### config.mk
export PLATFORM = sky130hd
export DESIGN_NAME = iowd_watchdog
export DESIGN_NICKNAME = d
export VERILOG_FILES = /design/src/iowd_pkg.sv /design/src/iowd_watchdog.sv
export VERILOG_INCLUDE_DIRS = /design/src
export SDC_FILE = /design/constraint.sdc
export NUM_CORES = 1
export LEC_CHECK = 0
export ABC_CLOCK_PERIOD_IN_PS = 8020
export BUFFER_PORTS_ARGS = -buffer_cell sky130_fd_sc_hd__buf_2
export CORE_ASPECT_RATIO = 0.7
export CORE_MARGIN = 1
export CORE_UTILIZATION = 55
export DETAILED_ROUTE_END_ITERATION = 10
export GPL_TIMING_DRIVEN = 1
export PLACE_DENSITY = 0.73
export SETUP_SLACK_MARGIN = 0.2
export SLEW_MARGIN = 20
export SYNTH_ARGS = -nofsm -noshare
export SYNTH_HDL_FRONTEND = slang
export SYNTH_SLANG_ARGS = --single-unit
### constraint.sdc
create_clock -name clk_in -period 8.02 [get_ports clk_in]
set_input_delay 1.604 -clock clk_in [delete_from_list [all_inputs] [get_ports clk_in]]
set_output_delay 1.604 -clock clk_in [all_outputs]
set_load 0.01 [all_outputs]
### src/iowd_regs.svh
/*
 Register offset, jumper encodings and timing counts for the I/O-write watchdog.
 Assumes a 200 MHz board clock and a 16-bit host I/O address space.
*/
`ifndef IOWD_REGS_SVH
`define IOWD_REGS_SVH

`define IOWD_KICK_PORT_ADDR   16'h0093
`define IOWD_CLK_HZ           200000000
`define IOWD_SHORT_TIMEOUT_S  2
`define IOWD_LONG_TIMEOUT_S   8
`define IOWD_SHORT_CYCLES     (`IOWD_SHORT_TIMEOUT_S * `IOWD_CLK_HZ)
`define IOWD_LONG_CYCLES      (`IOWD_LONG_TIMEOUT_S * `IOWD_CLK_HZ)
`define IOWD_TICK_HZ          1000
`define IOWD_RESET_PULSE_CYC  16

`endif

### src/iowd_pkg.sv
/*
 Types for the I/O-write watchdog.
 Assumes iowd_regs.svh supplies the numeric constants.
*/
package iowd_pkg;

	typedef enum logic [2:0] {
		IOWD_IDLE  = 3'b001,
		IOWD_ARMED = 3'b010,
		IOWD_FIRE  = 3'b100
	} iowd_state_t;

	typedef struct packed {
		iowd_state_t state;
		logic [31:0] pre;
		logic [31:0] ticks;
		logic [31:0] pulse;
		logic        rst_out;
	} iowd_regs_t;

endpackage

### src/iowd_watchdog.sv
/*
 I/O-write watchdog: armed and kicked by host writes to the kick port,
 fires a board reset pulse when a full timeout passes without a kick.
 Assumes host I/O strobes are synchronous to clk_in and one cycle long,
 and that the reset pulse it drives comes back on reset_in.
*/
`timescale 1ns/1ps
`default_nettype none
`include "iowd_regs.svh"

// Behaviour
// - Jumper selects a 2 second or 8 second timeout.
// - Board reset leaves the watchdog disabled and not counting.
// - Any write to port 93H arms it, data ignored.
// - Host must rewrite before timeout, otherwise board reset is asserted.
// - Once armed, no software access can stop it; only reset or removing the enable link.
// - Enable link removed keeps watchdog inactive; a reset pulse already started still runs to its end.
module iowd_watchdog #(
	parameter int unsigned CLK_HZ       = `IOWD_CLK_HZ,
	parameter int unsigned TICK_HZ      = `IOWD_TICK_HZ,
	parameter int unsigned SHORT_SEC    = `IOWD_SHORT_TIMEOUT_S,
	parameter int unsigned LONG_SEC     = `IOWD_LONG_TIMEOUT_S,
	parameter int unsigned PULSE_CYCLES = `IOWD_RESET_PULSE_CYC
) (
	input  wire logic        clk_in,
	input  wire logic        reset_in,
	input  wire logic [15:0] io_addr_in,
	input  wire logic [7:0]  io_wdata_in,
	input  wire logic        io_write_in,
	input  wire logic        timeout_select_link_in,
	input  wire logic        watchdog_enable_link_in,
	output logic             board_reset_out,
	output logic             armed_out
);

	// Counters are 32 bits so long timeouts at fast clocks still fit
	localparam int unsigned PRESCALE    = CLK_HZ / TICK_HZ;
	localparam logic [31:0] SHORT_TICKS = 32'(SHORT_SEC * TICK_HZ);
	localparam logic [31:0] LONG_TICKS  = 32'(LONG_SEC * TICK_HZ);
	localparam logic [31:0] PRE_LAST    = 32'(PRESCALE - 1);
	localparam logic [31:0] PULSE_LAST  = 32'(PULSE_CYCLES - 1);

	function automatic logic is_kick(
		input logic [15:0] addr,
		input logic        write
	);
		// Data bus is never looked at, any value kicks
		is_kick = write && (addr == `IOWD_KICK_PORT_ADDR);
	endfunction

	function automatic logic [31:0] pick_limit(
		input logic sel
	);
		pick_limit = sel ? LONG_TICKS : SHORT_TICKS;
	endfunction

	// Every counter is cleared before it can wrap
	function automatic logic [31:0] bump(
		input logic [31:0] value
	);
		bump = value + 32'd1;
	endfunction

	function automatic logic at_last(
		input logic [31:0] value,
		input logic [31:0] last
	);
		at_last = (value == last);
	endfunction

	function automatic iowd_pkg::iowd_regs_t restart(
		input iowd_pkg::iowd_regs_t regs
	);
		iowd_pkg::iowd_regs_t fresh;
		fresh       = regs;
		fresh.pre   = '0;
		fresh.ticks = '0;
		restart     = fresh;
	endfunction

	function automatic iowd_pkg::iowd_regs_t fire_entry(
		input iowd_pkg::iowd_regs_t regs
	);
		iowd_pkg::iowd_regs_t nxt;
		nxt         = regs;
		nxt.pre     = '0;
		nxt.pulse   = '0;
		nxt.rst_out = 1'b1;
		nxt.state   = iowd_pkg::IOWD_FIRE;
		fire_entry  = nxt;
	endfunction

	function automatic iowd_pkg::iowd_regs_t step_idle(
		input iowd_pkg::iowd_regs_t regs,
		input logic                 kick_now,
		input logic                 link_now
	);
		iowd_pkg::iowd_regs_t nxt;
		nxt         = regs;
		nxt.rst_out = 1'b0;
		if (kick_now && link_now) begin
			nxt       = restart(nxt);
			nxt.state = iowd_pkg::IOWD_ARMED;
		end
		step_idle = nxt;
	endfunction

	function automatic iowd_pkg::iowd_regs_t step_armed(
		input iowd_pkg::iowd_regs_t regs,
		input logic                 kick_now,
		input logic                 link_now,
		input logic                 tick_now,
		input logic                 timeout_now
	);
		iowd_pkg::iowd_regs_t nxt;
		nxt         = regs;
		nxt.rst_out = 1'b0;
		// Besides a timeout or reset_in, only the link, a hardware strap, can take the timer out of this state
		if (!link_now) begin
			nxt.state = iowd_pkg::IOWD_IDLE;
		end else if (kick_now) begin
			nxt = restart(nxt);
		end else if (timeout_now) begin
			nxt = fire_entry(nxt);
		end else if (tick_now) begin
			nxt.pre   = '0;
			nxt.ticks = bump(regs.ticks);
		end else begin
			nxt.pre = bump(regs.pre);
		end
		step_armed = nxt;
	endfunction

	function automatic iowd_pkg::iowd_regs_t step_fire(
		input iowd_pkg::iowd_regs_t regs,
		input logic                 done_now
	);
		iowd_pkg::iowd_regs_t nxt;
		nxt = regs;
		// Kicks are not looked at, so a late write cannot shorten the pulse
		if (done_now) begin
			nxt.rst_out = 1'b0;
			nxt.state   = iowd_pkg::IOWD_IDLE;
		end else begin
			nxt.rst_out = 1'b1;
			nxt.pulse   = bump(regs.pulse);
		end
		step_fire = nxt;
	endfunction

	iowd_pkg::iowd_regs_t state_reg;
	iowd_pkg::iowd_regs_t state_next;

	// Decoded strobes shared by the state steps
	logic                 kick;
	logic [31:0]          limit;
	logic                 link_fitted;
	logic                 tick_due;
	logic                 timeout_due;
	logic                 pulse_done;

	assign kick        = is_kick(io_addr_in, io_write_in);
	assign limit       = pick_limit(timeout_select_link_in);
	assign link_fitted = watchdog_enable_link_in;

	assign tick_due    = at_last(state_reg.pre, PRE_LAST);
	// Select is read live, so moving the jumper while armed takes effect at once
	assign timeout_due = tick_due && (bump(state_reg.ticks) >= limit);
	assign pulse_done  = at_last(state_reg.pulse, PULSE_LAST);

	// Next state; each state has its own step function
	always_comb begin
		state_next         = state_reg;
		state_next.rst_out = 1'b0;
		unique case (state_reg.state)
			iowd_pkg::IOWD_IDLE: begin
				state_next = step_idle(state_reg, kick, link_fitted);
			end
			iowd_pkg::IOWD_ARMED: begin
				state_next = step_armed(state_reg, kick, link_fitted, tick_due, timeout_due);
			end
			iowd_pkg::IOWD_FIRE: begin
				state_next = step_fire(state_reg, pulse_done);
			end
			// Illegal one-hot codes fall back to the safe disabled state
			default: begin
				state_next.state = iowd_pkg::IOWD_IDLE;
			end
		endcase
	end

	always_ff @(posedge clk_in) begin
		if (reset_in) begin
			state_reg.state   <= iowd_pkg::IOWD_IDLE;
			state_reg.pre     <= '0;
			state_reg.ticks   <= '0;
			state_reg.pulse   <= '0;
			state_reg.rst_out <= 1'b0;
		end else begin
			state_reg <= state_next;
		end
	end

	// Reset output comes straight from a flip-flop, so it cannot glitch
	assign board_reset_out = state_reg.rst_out;
	assign armed_out       = (state_reg.state == iowd_pkg::IOWD_ARMED);

endmodule

`default_nettype wire

==> impl.org <==
** Synth
- During synthesis, Yosys emitted a total of 0 warnings.
- After synthesis the netlist holds a flip-flop and latch count of 100.
- For this run, the register share of the synthesized area comes to 0.360.
- Area contributors post-synth :: sky130_fd_sc_hd__dfxtp_1, sky130_fd_sc_hd__nor2_1, sky130_fd_sc_hd__nand2_1
- The number of different library cells used by synthesis comes to 65.
- The mapped netlist covers 5560 µm².
- The largest total area in the synthesized netlist belongs to sky130_fd_sc_hd__dfxtp_1.
- Area share of the leading cell type in the synthesized netlist :: 0.360
- Avg Inst Size Synth :: 8.03 µm²
- The number of nets in the synthesized netlist is 728.
- For this run, the leading register cell type out of synthesis is sky130_fd_sc_hd__dfxtp_1.
- In the post-synthesis netlist, the cell with the most instances is sky130_fd_sc_hd__dfxtp_1.
- For this run, asynchronously set or reset flops after synthesis account for 0.
- Post-Syn Instances :: roughly 700
- Post-synth EDFFs :: 0
- Top post-synthesis cells by count :: sky130_fd_sc_hd__dfxtp_1, sky130_fd_sc_hd__nor2_1, sky130_fd_sc_hd__nand2_1

** Clock tree
- CTS saw 100 sinks.
- Root buffer cell :: sky130_fd_sc_hd__clkbuf_16
- Number of levels the H-tree was split into :: 3
- CTS hold repair buffers :: 0
- Post-CTS Setup Inserts :: 0
- Clock-pin slew was measured on the worst setup and hold paths at approximately 70 ps.
- The later pin in the worst-skew pair is clocked with a latency of 340 ps.
- TritonCTS clock tree :: built
- Number of gates given a new drive strength after cts :: 0
- Max clock buf depth :: 2
- Number of buffers created by CTS :: 9

** Floorplanning
- Initial cell density of the core :: 0.569
- Horizontal extent of the die :: between 100 and 150 µm
- After floorplanning, the core was sized to cover about 10000 µm².
- For this design the top-level I/O count stands at 31.
- From bottom edge to top edge, the die measures 86.1 µm.
- The initialized floorplan defines 30 standard-cell rows.
- Overall die area :: 10,500 µm²

** Route
- Met2 routed WL :: 5790 µm
- Ratio of routed vias to standard cells :: 6.24
- Uppermost signal routing layer after detailed routing :: met4
- Total DRC errors in the routed layout :: 0
- Final Routed Wirelength :: 13,000 µm
- Before antenna repair, the detailed router went through 5 iterations.
- For this block, wires on met1 add up to 6430 µm.
- The count of nets left with antenna violations once routing finished came out at 0.
- The routed design uses 717 µm of met3 wire.
- The first routing iteration left 436 violations.
- The routed layout has 5,122 vias.
- Average detailed-routed wire length per instance :: roughly 16 µm

** STA
- The worst pin sits at a relative slew slack of 0.301.
- Fin. max-slew vios :: 0
- RSZ-0062 raised after global routing :: no
- Setup violations remaining at the end of the flow were counted as 0.
- After layout, the minimum clock period comes to roughly 4600 ps.
- At the pin with the least slew margin, the transition time is 1040 ps.
- Of the available clock period, the critical path in the final layout requires 0.574.
- Final critical-path setup slack :: approximately 3400 ps
- The total count of hold-check failures in the final report came to 0.
- Between clock sinks in the finished design, the worst skew comes to slightly above 7 ps.
- Adding up every negative setup slack in the final design gives 0 ps.
- Max frequency :: 0.217 GHz

** Finish
- Post-layout utilization of the core :: 0.611
- From synthesis to final layout, the design area changed by 7.39%.
- Diode count :: 0
- Fraction of layout instances using a drive strength above 1 :: 0.0823
- The final layout contains 727 nets.
- The register with the most flip-flops in the layout has slightly below 100 of them.

** Pwr
- In this run the power density over the cells is 159 nW/µm².
- Leakage :: 2.07 nW
- Across the VDD grid, the largest voltage drop is 0.000122 V.
- After layout, the design draws a total of 946 µW.

** Worst setup path
- At the worst endpoint, the arrival time is 4840 ps.
- Ordered list of cells on the worst path :: ha_1 -> nand3_1 -> or3_1 -> xnor2_1 -> ha_1 -> a21oi_1 -> nand3_1 -> or3_1 -> a22o_1 -> nor3_4 -> a41o_1 -> nor2_4 -> a311oi_1
- STA classifies the critical path startpoint as a flip-flop.
- Slowest cell on crit path :: sky130_fd_sc_hd__a41o_1
- Setup slack on the worst reg-to-reg path comes out at 3420 ps.
- Along the worst path, the maximum fanout reaches 21.
- Endpoint type of the worst setup path :: flip-flop
- STA puts the critical path data required time at about 8300 ps.
- For this run, the slowest stage of the critical path takes 680 ps.
- CP Class :: flip-flop to flip-flop

** Outcome
- Result of the run :: completed

** Global route
- Overall global routing resource usage :: 0.255
- Total congestion overflow :: 0
- The number of antenna violations at the first check in global routing is 0.
- Entering global routing, the biggest net connects 33 pins.
- The first global-routing pass estimated roughly 21,000 µm of wire.
- The number of global-route vias before repair came to 4,493.

** Place
- Count of buffers inserted at the top-level ports :: 22
- The congestion estimate from routability-driven global placement came to 0.860.
- Detailed placement finished with a half-perimeter wire length of 9100 µm.
- Timing analysis after detailed placement gives a worst setup slack of 3380 ps.

** Flow run
- The tool flagged a number of max-cap violations equal to 0.

** Worst hold path
- Path type of the worst min-delay path :: flip-flop to flip-flop
==> worst max-delay path: cells and delay by family (launching register included) <==
family	cells	cell delay [ps]
xor gates and xnor gates	1	150
DFF	1	430
adders and majority gates	2	570
AOI/OAI and AO/OA	4	1490
and+or+nand+nor	6	1840
==> area by class of cell <==
class / instances / area, µm²
Clock buffer: 10 / 239
Clock inverter: 3 / 40.0
Fill cell: 892 / 3790
Inverter: 14 / 52.6
Multi-Input combinational cell: 544 / 3360
Sequential cell: 100 / 2000
Tap cell: 128 / 160
Timing Repair Buffer: 22 / 110
==> placed cells by master (no fill, tap or decap), drive strengths merged, types with 8 or more instances in the layout <==
master,instances
or3,22
nand2b,8
nor3,24
and2,24
nand4,32
inv,14
a211o,8
xnor2,19
buf,22
clkbuf,10
xor2,8
a21oi,36
dfxtp,100
nand2,60
o21ai,35
nor2,68
and3,16
nand3,39
nor4,22
or4,14
a311oi,13
==> power by group <==
group	leakage [nW]	internal, mW	switching [mW]
Clock	0.140	0.244	0.181
Combinational	1.13	0.00818	0.0152
Sequential	0.805	0.497	0.000525
Total	2.07	0.750	0.197
==> stage by stage <==
step                instance area, µm²  std cells  hold WS, ps
finish                            5970        821          482
global route                      5970        821          514
CTS                               5950        821          488
detailed placement                5670        808          478
global placement                  5670        808          464
floorplan                         5560        692          453
==> logic make-up after synthesis <==
family / share of synthesized area
compound gates: 0.175
xor+xnor: 0.0426
fa+ha+maj: 0.0158
buf+inv: 0.0385
flops: 0.360
mux: 0.0126
simple gates: 0.355
==> routing by layer <==
metal,vias up,track usage
met2,138,0.399
met3,13,0.0572
li1,2559,-
met1,2412,0.351
met4,0,0.0743
met5,-,0
==> path summary, 6_finish.rpt <==
| path | from | end | depth (start not counted) |
|---|---|---|---|
| max reg2reg | state_reg[33]$_SDFFE_PP0P_ | state_reg[6]$_SDFFE_PP0P_ | 13 |
| max | state_reg[33]$_SDFFE_PP0P_ | state_reg[6]$_SDFFE_PP0P_ | 13 |
| min reg2reg | state_reg[2]$_SDFFE_PP0P_ | state_reg[2]$_SDFFE_PP0P_ | 2 |
| min | state_reg[2]$_SDFFE_PP0P_ | state_reg[2]$_SDFFE_PP0P_ | 2 |
Note: power is estimated with default switching activity, not from simulation.
